### src/rtl/scu_cfg.svh
`ifndef SCU_CFG_SVH
`define SCU_CFG_SVH

// Register byte offsets
`define SCU_OFF_CTRL     12'h000
`define SCU_OFF_STAT     12'h004
`define SCU_OFF_TXBUF    12'h008
`define SCU_OFF_RXBUF    12'h00c
`define SCU_OFF_BAUD     12'h010

// Reset values
`define SCU_CTRL_RST     9'h000
`define SCU_STAT_RST     6'h01
`define SCU_BYTE_RST     8'h00
`define SCU_TXSHIFT_RST  11'h7ff

// Asynchronous timing in base ticks (16 per bit)
`define SCU_TICK_LAST    4'hf
`define SCU_SAMPLE_TICK  4'h7

// Frame layout
`define SCU_SYNC_LAST    4'h7
`define SCU_DATA_LAST    4'h8
`define SCU_IDX_PAR      4'h9
`define SCU_BITS_PAR     4'hb
`define SCU_BITS_NOPAR   4'ha

// Window after the last synchronous bit, system clocks
`define SCU_LATE_EXT     2'h3
`define SCU_LATE_INT     2'h2

`endif

### src/rtl/scu_pkg.sv
package scu_pkg;

  typedef struct packed {
    logic parity_odd;
    logic parity_en;
    logic ext_clk;
    logic sync_mode;
    logic tx_end_irq_enable;
    logic rx_irq_enable;
    logic tx_irq_enable;
    logic receive_enable_bit;
    logic transmit_enable_bit;
  } scu_ctrl_t;

  typedef struct packed {
    logic tx_complete_flag;
    logic parity_error_flag;
    logic framing_error_flag;
    logic overrun_flag;
    logic rx_buffer_full_flag;
    logic tx_buffer_empty_flag;
  } scu_stat_t;

  typedef struct packed {
    logic rx_error_request;
    logic rx_full_request;
    logic tx_empty_request;
    logic tx_end_request;
  } scu_req_t;

  typedef enum logic [2:0] {SCU_IRQ_NONE, SCU_IRQ_RXERR, SCU_IRQ_RXFULL,
                            SCU_IRQ_TXEMPTY, SCU_IRQ_TXEND} scu_irq_t;
  typedef enum logic [0:0] {SCU_TX_IDLE, SCU_TX_RUN} scu_tx_st_t;
  typedef enum logic [1:0] {SCU_RX_IDLE, SCU_RX_RUN, SCU_RX_LATE} scu_rx_st_t;

  typedef struct packed {
    scu_ctrl_t   ctrl;
    scu_stat_t   stat;
    logic [7:0]  tx_buf;
    logic [7:0]  rx_buf;
    logic [7:0]  baud;
    scu_tx_st_t  tx_st;
    logic [10:0] tx_shift;
    logic [3:0]  tx_left;
    logic [3:0]  tx_tick;
    logic        txd;
    scu_rx_st_t  rx_st;
    logic [7:0]  rx_shift;
    logic        rx_par;
    logic [3:0]  rx_idx;
    logic [3:0]  rx_tick;
    logic [1:0]  rx_late;
    logic        sck_lvl;
    logic        sck_oe;
    logic        sck_prev;
    logic [31:0] prdata;
    logic        pready;
    logic        pslverr;
    scu_req_t    req;
    scu_irq_t    req_top;
  } scu_state_t;

  typedef struct packed {
    logic [1:0] meta;
    logic [1:0] stable;
  } scu_sync_t;

  typedef struct packed {
    logic [7:0] cnt;
    logic       tick;
  } scu_tick_t;

endpackage

### src/rtl/scu_sync2.sv
`timescale 1ns/100ps
module scu_sync2 import scu_pkg::*; (
  // Clock and reset
  input  wire logic       clk_sys_in,
  input  wire logic       rst_n_in,
  // Pins: bit 1 serial clock, bit 0 receive data
  input  wire logic [1:0] pins_in,
  output logic      [1:0] pins_out
);
  scu_sync_t s;
  scu_sync_t n;

  always_comb
  begin
    n.meta   = pins_in;
    n.stable = s.meta;
  end

  // Both lines idle high
  always_ff @(posedge clk_sys_in or negedge rst_n_in)
  begin
    if (!rst_n_in)
      s <= '{meta: 2'h3, stable: 2'h3};
    else
      s <= n;
  end

  assign pins_out = s.stable;
endmodule // scu_sync2

### src/rtl/scu_base_tick.sv
`timescale 1ns/100ps
module scu_base_tick import scu_pkg::*; (
  // Clock and reset
  input  wire logic       clk_sys_in,
  input  wire logic       rst_n_in,
  // Divisor: one tick every divisor+1 system clocks
  input  wire logic [7:0] divisor_in,
  output logic            tick_out
);
  scu_tick_t s;
  scu_tick_t n;

  always_comb
  begin
    n.tick = (s.cnt == divisor_in);
    n.cnt  = n.tick ? 8'h00 : s.cnt + 8'h01;
  end

  always_ff @(posedge clk_sys_in or negedge rst_n_in)
  begin
    if (!rst_n_in)
      s <= '{cnt: 8'h00, tick: 1'b0};
    else
      s <= n;
  end

  assign tick_out = s.tick;
endmodule // scu_base_tick

### src/rtl/scu_serial_irq_flags.sv
// Behaviour
// - four separate requests, gated by enable bits
// - transmit-empty request follows empty flag
// - DMA buffer write clears empty flag
// - receive-full request follows full flag
// - DMA buffer read clears full flag
// - any error flag raises receive-error request
// - completion flag raises transmit-end request
// - priority error, full, empty, end
// - empty flag set on load into shifter
// - buffer writes always accepted, may overwrite
// - overrun sets flag, keeps buffer and full
// - framing/parity errors copy data, full stays clear
// - break keeps receiver running, framing error repeats
// - synchronous transmit waits while errors stand
// - receive disable leaves error flags alone
// - asynchronous receive on sixteen-times base clock
// - sample on eighth base tick after start
// - late disable, external clock: full without copy
// - late disable, internal clock: full without copy
// - receive interrupt enable gates full and error requests
//
// The address map and the APB slave port were chosen for this implementation.
`timescale 1ns/100ps
`include "scu_cfg.svh"
module scu_serial_irq_flags import scu_pkg::*; (
  // Clock and reset
  input  wire logic        clk_sys_in,
  input  wire logic        rst_n_in,
  // APB slave
  input  wire logic        psel_in,
  input  wire logic        penable_in,
  input  wire logic        pwrite_in,
  input  wire logic [11:0] paddr_in,
  input  wire logic [31:0] pwdata_in,
  output logic      [31:0] prdata_out,
  output logic             pready_out,
  output logic             pslverr_out,
  // DMA strobes
  input  wire logic        dma_tx_wr_in,
  input  wire logic [7:0]  dma_tx_data_in,
  input  wire logic        dma_rx_rd_in,
  output logic      [7:0]  dma_rx_data_out,
  // Request lines
  output scu_req_t         req_out,
  output scu_irq_t         req_top_out,
  // Serial pins
  input  wire logic        rxd_in,
  input  wire logic        sck_in,
  output logic             txd_out,
  output logic             sck_out,
  output logic             sck_oe_out
);
  localparam scu_state_t ST_RST = '{ctrl: `SCU_CTRL_RST, stat: `SCU_STAT_RST,
                                    tx_st: SCU_TX_IDLE, rx_st: SCU_RX_IDLE,
                                    tx_shift: `SCU_TXSHIFT_RST, txd: 1'b1,
                                    sck_lvl: 1'b1, sck_prev: 1'b1,
                                    req_top: SCU_IRQ_NONE, default: '0};

  scu_state_t s;
  scu_state_t n;
  logic [1:0] pin_s;
  logic       tick;
  logic       apb_acc;
  logic       wr_ctrl;
  logic       wr_stat;
  logic       wr_txb;
  logic       wr_baud;
  logic       tdr_wr;
  logic       rx_err;
  logic       int_clk;
  logic       run_int;
  logic       sck_rise;
  logic       sck_fall;
  logic       tx_done;
  logic       tx_load;
  logic       rx_cmpl;
  logic       rx_ovr;
  logic       rx_fe;
  logic       rx_pe;
  logic       rx_buffer_full_flag_set;
  logic [2:0] err_v;

  function automatic logic at(input logic [11:0] a, input logic [11:0] off);
    return a == off;
  endfunction

  function automatic logic [10:0] tx_frame(input scu_ctrl_t c, input logic [7:0] d);
    logic p;
    p = ^d ^ c.parity_odd;
    if (c.sync_mode)
      return {3'h7, d};
    if (c.parity_en)
      return {1'b1, p, d, 1'b0};
    return {2'h3, d, 1'b0};
  endfunction

  scu_sync2 u_sync (
    .clk_sys_in (clk_sys_in),
    .rst_n_in   (rst_n_in),
    .pins_in    ({sck_in, rxd_in}),
    .pins_out   (pin_s)
  );

  scu_base_tick u_tick (
    .clk_sys_in (clk_sys_in),
    .rst_n_in   (rst_n_in),
    .divisor_in (s.baud),
    .tick_out   (tick)
  );

  always_comb
  begin
    n        = s;
    tx_done  = 1'b0;
    rx_cmpl  = 1'b0;
    rx_fe    = 1'b0;
    rx_pe    = 1'b0;
    rx_buffer_full_flag_set = 1'b0;
    apb_acc  = psel_in & penable_in & s.pready;
    wr_ctrl  = apb_acc & pwrite_in & at(paddr_in, `SCU_OFF_CTRL);
    wr_stat  = apb_acc & pwrite_in & at(paddr_in, `SCU_OFF_STAT);
    wr_txb   = apb_acc & pwrite_in & at(paddr_in, `SCU_OFF_TXBUF);
    wr_baud  = apb_acc & pwrite_in & at(paddr_in, `SCU_OFF_BAUD);
    tdr_wr   = wr_txb | dma_tx_wr_in;
    rx_err   = s.stat.overrun_flag | s.stat.framing_error_flag | s.stat.parity_error_flag;

    // One wait state: pready rises the cycle after penable
    n.pready  = psel_in & penable_in & !s.pready;
    n.pslverr = n.pready & !(at(paddr_in, `SCU_OFF_CTRL) | at(paddr_in, `SCU_OFF_STAT) |
                             at(paddr_in, `SCU_OFF_TXBUF) | at(paddr_in, `SCU_OFF_RXBUF) |
                             at(paddr_in, `SCU_OFF_BAUD));
    if (n.pready)
    begin
      n.prdata = 32'h0000_0000;
      if (at(paddr_in, `SCU_OFF_CTRL))
        n.prdata = {23'h000000, s.ctrl};
      if (at(paddr_in, `SCU_OFF_STAT))
        n.prdata = {26'h0000000, s.stat};
      if (at(paddr_in, `SCU_OFF_TXBUF))
        n.prdata = {24'h000000, s.tx_buf};
      if (at(paddr_in, `SCU_OFF_RXBUF))
        n.prdata = {24'h000000, s.rx_buf};
      if (at(paddr_in, `SCU_OFF_BAUD))
        n.prdata = {24'h000000, s.baud};
    end
    if (wr_ctrl)
      n.ctrl = scu_ctrl_t'(pwdata_in[8:0]);
    if (wr_baud)
      n.baud = pwdata_in[7:0];
    // Buffer writes never wait for the empty flag
    if (wr_txb)
      n.tx_buf = pwdata_in[7:0];
    if (dma_tx_wr_in)
      n.tx_buf = dma_tx_data_in;

    // Clears first, so that any hardware set below wins
    if (wr_stat)
      n.stat = scu_stat_t'(s.stat & pwdata_in[5:0]);
    if (dma_tx_wr_in)
      n.stat.tx_buffer_empty_flag = 1'b0;
    if (dma_rx_rd_in)
      n.stat.rx_buffer_full_flag = 1'b0;
    if (!n.stat.tx_buffer_empty_flag)
      n.stat.tx_complete_flag = 1'b0;

    // Serial clock: driven in internal synchronous mode, idles high
    int_clk  = s.ctrl.sync_mode & !s.ctrl.ext_clk;
    run_int  = (s.tx_st == SCU_TX_RUN) |
               ((s.rx_st == SCU_RX_RUN) & !s.ctrl.transmit_enable_bit &
                !s.stat.rx_buffer_full_flag);
    sck_rise = s.ctrl.ext_clk ? (pin_s[1] & !s.sck_prev) : (tick & !s.sck_lvl);
    sck_fall = s.ctrl.ext_clk ? (!pin_s[1] & s.sck_prev) : (tick & s.sck_lvl & run_int);
    n.sck_prev = pin_s[1];
    n.sck_oe   = int_clk;
    if (int_clk & tick & (run_int | !s.sck_lvl))
      n.sck_lvl = !s.sck_lvl;
    if (!int_clk)
      n.sck_lvl = 1'b1;

    // Transmitter
    unique case (s.tx_st)
      SCU_TX_IDLE:
        tx_done = 1'b0;
      SCU_TX_RUN:
      begin
        if (!s.ctrl.sync_mode)
        begin
          if (tick)
            n.tx_tick = s.tx_tick + 4'h1;
          if (tick & (s.tx_tick == `SCU_TICK_LAST))
          begin
            n.tx_shift = {1'b1, s.tx_shift[10:1]};
            n.tx_left  = s.tx_left - 4'h1;
            tx_done    = (s.tx_left == 4'h1);
          end
        end
        else
        begin
          // Bit 0 is already on the line at load; later bits move on falling edges
          if (sck_fall & (s.tx_left != 4'h0))
            n.tx_shift = {1'b1, s.tx_shift[10:1]};
          if (sck_rise)
          begin
            n.tx_left = s.tx_left + 4'h1;
            tx_done   = (s.tx_left == `SCU_SYNC_LAST);
          end
        end
      end
    endcase
    // A load in the cycle of a buffer write would lose the new byte
    tx_load = s.ctrl.transmit_enable_bit & !s.stat.tx_buffer_empty_flag & !tdr_wr &
              !(s.ctrl.sync_mode & rx_err) & ((s.tx_st == SCU_TX_IDLE) | tx_done);
    if (tx_load)
    begin
      n.tx_shift = tx_frame(s.ctrl, s.tx_buf);
      n.tx_left  = s.ctrl.sync_mode ? 4'h0 :
                   (s.ctrl.parity_en ? `SCU_BITS_PAR : `SCU_BITS_NOPAR);
      n.tx_tick  = 4'h0;
      n.tx_st    = SCU_TX_RUN;
      n.stat.tx_buffer_empty_flag = 1'b1;
    end
    else if (tx_done)
    begin
      n.stat.tx_complete_flag = 1'b1;
      n.tx_st = SCU_TX_IDLE;
    end
    if (!s.ctrl.transmit_enable_bit)
    begin
      n.tx_st    = SCU_TX_IDLE;
      n.tx_shift = `SCU_TXSHIFT_RST;
      n.stat.tx_buffer_empty_flag = 1'b1;
    end
    n.txd = n.tx_shift[0];

    // Receiver
    unique case (s.rx_st)
      SCU_RX_IDLE:
      begin
        n.rx_idx  = 4'h0;
        n.rx_tick = 4'h0;
        // A low level after a frame restarts at once, so a break repeats
        if (s.ctrl.receive_enable_bit & (s.ctrl.sync_mode | (tick & !pin_s[0])))
          n.rx_st = SCU_RX_RUN;
      end
      SCU_RX_RUN:
      begin
        if (!s.ctrl.receive_enable_bit)
          n.rx_st = SCU_RX_IDLE;
        else if (s.ctrl.sync_mode)
        begin
          if (sck_rise)
          begin
            n.rx_shift = {pin_s[0], s.rx_shift[7:1]};
            n.rx_idx   = s.rx_idx + 4'h1;
            if (s.rx_idx == `SCU_SYNC_LAST)
            begin
              n.rx_st   = SCU_RX_LATE;
              n.rx_late = s.ctrl.ext_clk ? `SCU_LATE_EXT : `SCU_LATE_INT;
            end
          end
        end
        else if (tick)
        begin
          n.rx_tick = s.rx_tick + 4'h1;
          if (s.rx_tick == `SCU_SAMPLE_TICK)
          begin
            n.rx_idx = s.rx_idx + 4'h1;
            if (s.rx_idx == 4'h0)
            begin
              if (pin_s[0])
                n.rx_st = SCU_RX_IDLE;
            end
            else if (s.rx_idx <= `SCU_DATA_LAST)
              n.rx_shift = {pin_s[0], s.rx_shift[7:1]};
            else if (s.ctrl.parity_en & (s.rx_idx == `SCU_IDX_PAR))
              n.rx_par = pin_s[0];
            else
            begin
              rx_cmpl = 1'b1;
              rx_fe   = !pin_s[0];
              rx_pe   = s.ctrl.parity_en & (^s.rx_shift ^ s.rx_par ^ s.ctrl.parity_odd);
              n.rx_st = SCU_RX_IDLE;
            end
          end
        end
      end
      SCU_RX_LATE:
      begin
        // Disable inside the window: flag set, byte dropped
        if (!s.ctrl.receive_enable_bit)
        begin
          rx_buffer_full_flag_set = 1'b1;
          n.rx_st  = SCU_RX_IDLE;
        end
        else if (s.rx_late == 2'h0)
        begin
          rx_cmpl = 1'b1;
          n.rx_st = SCU_RX_IDLE;
        end
        else
          n.rx_late = s.rx_late - 2'h1;
      end
      default:
        n.rx_st = SCU_RX_IDLE;
    endcase
    rx_ovr = rx_cmpl & n.stat.rx_buffer_full_flag;
    if (rx_cmpl)
    begin
      n.stat.framing_error_flag = n.stat.framing_error_flag | rx_fe;
      n.stat.parity_error_flag  = n.stat.parity_error_flag | rx_pe;
      if (rx_ovr)
        n.stat.overrun_flag = 1'b1;
      else
      begin
        n.rx_buf = s.rx_shift;
        rx_buffer_full_flag_set = !(rx_fe | rx_pe);
      end
    end
    if (rx_buffer_full_flag_set)
      n.stat.rx_buffer_full_flag = 1'b1;

    // Request levels follow the registered flags and enables
    n.req.rx_error_request = n.ctrl.rx_irq_enable & (n.stat.overrun_flag |
                             n.stat.framing_error_flag | n.stat.parity_error_flag);
    n.req.rx_full_request  = n.ctrl.rx_irq_enable & n.stat.rx_buffer_full_flag;
    n.req.tx_empty_request = n.ctrl.tx_irq_enable & n.stat.tx_buffer_empty_flag;
    n.req.tx_end_request   = n.ctrl.tx_end_irq_enable & n.stat.tx_complete_flag;
    if (n.req.rx_error_request)
      n.req_top = SCU_IRQ_RXERR;
    else if (n.req.rx_full_request)
      n.req_top = SCU_IRQ_RXFULL;
    else if (n.req.tx_empty_request)
      n.req_top = SCU_IRQ_TXEMPTY;
    else if (n.req.tx_end_request)
      n.req_top = SCU_IRQ_TXEND;
    else
      n.req_top = SCU_IRQ_NONE;
  end

  always_ff @(posedge clk_sys_in or negedge rst_n_in)
  begin
    if (!rst_n_in)
      s <= ST_RST;
    else
      s <= n;
  end

  // Requests double as DMA triggers; only full and empty should be wired to DMA
  assign req_out         = s.req;
  assign req_top_out     = s.req_top;
  assign prdata_out      = s.prdata;
  assign pready_out      = s.pready;
  assign pslverr_out     = s.pslverr;
  assign dma_rx_data_out = s.rx_buf;
  assign txd_out         = s.txd;
  assign sck_out         = s.sck_lvl;
  assign sck_oe_out      = s.sck_oe;
  assign err_v = {s.stat.overrun_flag, s.stat.framing_error_flag, s.stat.parity_error_flag};
endmodule // scu_serial_irq_flags

### config.mk
export PLATFORM = sky130hd
export DESIGN_NAME = scu_serial_irq_flags
export DESIGN_NICKNAME = d
export VERILOG_FILES = /design/src/rtl/scu_pkg.sv /design/src/rtl/scu_sync2.sv /design/src/rtl/scu_base_tick.sv /design/src/rtl/scu_serial_irq_flags.sv
export VERILOG_INCLUDE_DIRS = /design/src /design/src/rtl
export SDC_FILE = /design/constraint.sdc
export NUM_CORES = 1
export LEC_CHECK = 0
export ABC_AREA = 1
export BUFFER_PORTS_ARGS = -buffer_cell sky130_fd_sc_hd__buf_4
export CAP_MARGIN = 20
export CORE_MARGIN = 3
export CORE_UTILIZATION = 44
export DETAILED_ROUTE_END_ITERATION = 6
export GPL_ROUTABILITY_DRIVEN = 0
export PLACE_DENSITY_LB_ADDON = 0.08
export SYNTH_ARGS = -nofsm -noshare
export SYNTH_HDL_FRONTEND = slang
export SYNTH_SLANG_ARGS = --single-unit
### constraint.sdc
create_clock -name clk_sys_in -period 2.55 [get_ports clk_sys_in]
set_input_delay 0.51 -clock clk_sys_in [delete_from_list [all_inputs] [get_ports clk_sys_in]]
set_output_delay 0.51 -clock clk_sys_in [all_outputs]
set_load 0.01 [all_outputs]
==> reports/qor.yml <==
timing:
  period_share: 0.874
  rsz0062_at_grt: "no"
  slew_violations: 0
  worst_pin_slew_ns: 0.770
  fin_crit_ns: 2.23
  tns_ns: 0
  fmax_ghz: 0.449
  worst_slack_ns: 0.321
  relSlewSlack: 0.487
  final_hold_viol_count: 0
  setup_violations: 0
  skew_ns: 0.0106
clock_tree:
  cts_buffers: 17
  clock_latency_ns: 0.42
  cts_tree: "yes"
  cts.repair.resized: 0
  clock_path_buffers: 2
  cts-hold-fix-buffers: 0
  postCtsSetupBuffers: 0
  clock-root-buffer: "clkbuf_16"
  cts.sinks: 113
  path_clk_slew_ns: 0.05
  h-tree-depth: 4
die:
  rows: 43
  io_pins: 113
  die_h_um: 128
  core_area_um2: 14100
  die_w_um: 128
  dieArea_um2: 16300
  start_util: 0.460
layout:
  finalNetCount: 951
  post-route-util: 0.538
  fin_area_um2: 7610
  syn_to_final_growth_pct: 16.9
  drive_above_1_share: 0.188
  num_antenna_cells: 0
power_and_ir_drop:
  pwr-share-seq: 0.370
  swShare: 0.314
  power_frac_comb: 0.236
  power_leakage_nw: 3.78
  finalPower_mw: 6.21
  switchingPower_mw: 1.95
  pwr_density_cell_nw_per_um2: 817
  p_clk_frac: 0.394
  ir_worst_vdd_v: 0.000500
  p_int_mw: 4.26
run_status:
  status: "completed"
hold_path:
  hold_class: "input port to async pin"
critical_path:
  rr_worst_depth: 12
  crit_fanout: 6
  start_kind: "flip-flop"
  end_kind: "flip-flop"
  r2r-end: "s[53]"
  path_class: "flip-flop to flip-flop"
  crit_arrival_ns: 2.52
  worst_ep_required_time_ns: 2.84
  r2r-start: "s[64]"
  rrSetupSlack_ns: 0.32
global_route:
  grtUsageTotal: 0.209
  grt.overflow.total: 0
  antenna_found_initial: 0
  grt_pass1_vias: 5328
  grt_max_degree: 57
  grt_first_pass_wirelength_um: 26700
synthesis:
  synth_ff_type: "dfrtp_1"
  synth_edf_count: 0
  synth_area_um2: 6500
  synth_seq_area_share: 0.438
  syn_avg_cell_area_um2: 7.96
  ys_async_sr_fraction: 1.00
  yosysWarnings: 0
  ys_types: 50
  synth-seq-cells: 113
  syn_inst: 817
drt:
  drt_iter0_drc: 324
  num_vias: 5505
  drc: 0
  postRouteAntennaNets: 0
  dr.pass1.iters: 5
  drt_wl_total_um: 16300
  via_per_inst: 5.15
  wl_per_cell_um: 15.2
place:
  place_ws_ns: 0.211
  placed_area_um2: 6990
  place_hpwl_um: 12300
  port_buffers: 66
flow_run:
  drv_cap: 0
## power by group through the flow
| stage | logic [mW] | clock network [mW] | registers (mW) |
|---|---|---|---|
| finish | 1.46 | 2.45 | 2.30 |
| global route | 1.70 | 2.58 | 2.33 |
| CTS | 1.46 | 2.49 | 2.30 |
| detailed placement | 1.45 | 0 | 2.32 |
| global placement | 1.40 | 0 | 2.31 |
| floorplan | 1.10 | 0 | 2.26 |
## area by class of cell
| type | count | area, µm² |
|---|---|---|
| sequential | 113 | 2850 |
| multi-input combinational | 559 | 2900 |
| tap | 180 | 225 |
| timing repair buffer | 79 | 618 |
| inverter | 106 | 398 |
| clock inverter | 10 | 133 |
| fill | 1346 | 6540 |
| clock buffer | 22 | 484 |
## sequential cells by signal (all words and copies together) (netlist names)
name	cells
sck_out	1
prdata_out	9
req_top_out	3
req_out	4
u_tick.s	8
s	69
pslverr_out	1
sck_oe_out	1
pready_out	1
err_v	3
u_sync.n	2
u_sync.pins_out	2
dma_rx_data_out	8
u_tick.tick_out	1
## cells in the final DEF (no fill, tap or decap), types with 3 or more instances in the layout
cell type | Yosys | layout
nor3_1 | 9 | 9
dfstp_2 | 17 | 17
nand4_1 | 12 | 12
clkbuf_16 | 0 | 17
a21oi_1 | 29 | 29
nor4_1 | 3 | 3
clkbuf_8 | 0 | 4
nand2_4 | 6 | 6
nand2_2 | 5 | 5
nand2_1 | 190 | 190
inv_1 | 101 | 101
clkinvlp_4 | 0 | 3
ha_1 | 14 | 14
xor2_1 | 9 | 9
or2_2 | 3 | 3
nor2_4 | 3 | 3
inv_2 | 5 | 5
xnor2_1 | 7 | 7
bufinv_16 | 0 | 3
nor2_2 | 8 | 8
nor3b_1 | 3 | 3
o221ai_1 | 4 | 4
o22ai_1 | 7 | 7
buf_4 | 48 | 77
o31ai_1 | 5 | 5
o211ai_1 | 6 | 6
nor2_1 | 67 | 67
nand3_1 | 51 | 51
o21ai_0 | 62 | 62
conb_1 | 1 | 23
clkinv_2 | 0 | 4
o21ai_1 | 10 | 10
dfrtp_1 | 96 | 96
## worst max path at each step
stage / start / endpoint / slack, ns / cells past startpoint
floorplan: s[64] / s[53] / 0.74 / 12
finish: s[64] / s[53] / 0.32 / 12
CTS: s[64] / s[53] / 0.34 / 12
detailed placement: psel_in / s[83] / 0.21 / 12
global placement: psel_in / s[83] / 0.25 / 12
global route: s[64] / s[53] / 0.08 / 12
## stage by stage
step | cells | hold slack [ns]
5_1_grt | 1069 | 0.173
6_report | 1069 | 0.178
4_1_cts | 1069 | 0.176
2_1_floorplan | 839 | 0.214
3_3_place_gp | 1037 | 0.346
3_5_place_dp | 1037 | 0.349
## metal layers
metal / global-route usage / share of wire
met4: 0.0668 / 0.014
met3: 0.0518 / 0.048
met1: 0.280 / 0.46
met2: 0.334 / 0.48
met5: 0 / 0
## kinds of logic after synthesis
| kind of cell | Yosys count | synth area share |
|---|---|---|
| adder cells (fa/ha/maj) | 14 | 0.0269 |
| XOR/XNOR | 16 | 0.0215 |
| buffers and inverters | 167 | 0.129 |
| multiplexers | 2 | 0.00308 |
| AO/OA/AOI/OAI | 134 | 0.117 |
| AND/OR/NAND/NOR | 370 | 0.264 |
| flip-flops | 113 | 0.438 |
| other | 1 | 0.000576 |
## cells in the mapped netlist, types with 7 or more instances
master | count | area share
nor2_2 | 8 | 0.0077
a21oi_1 | 29 | 0.022
dfstp_2 | 17 | 0.069
nand2_1 | 190 | 0.11
o21ai_0 | 62 | 0.048
buf_4 | 48 | 0.055
inv_1 | 101 | 0.058
o21ai_1 | 10 | 0.0077
nand4_1 | 12 | 0.012
xor2_1 | 9 | 0.012
nor3_1 | 9 | 0.0069
nor2_1 | 67 | 0.039
xnor2_1 | 7 | 0.0094
nand3_1 | 51 | 0.039
ha_1 | 14 | 0.027
o22ai_1 | 7 | 0.0067
dfrtp_1 | 96 | 0.37
## worst max-delay path, cell delays in order, from the launching register on
cell and delay (ns):
dfrtp_1 0.37, inv_1 0.07, ha_1 0.24, inv_1 0.20
nand2_1 0.17, inv_1 0.16, nor2_1 0.07, nor3_2 0.30
inv_1 0.07, nor2_1 0.15, nand3_1 0.10, o21ai_0 0.15
a21oi_1 0.06
No activity file was read; power rests on OpenSTA's default activity.
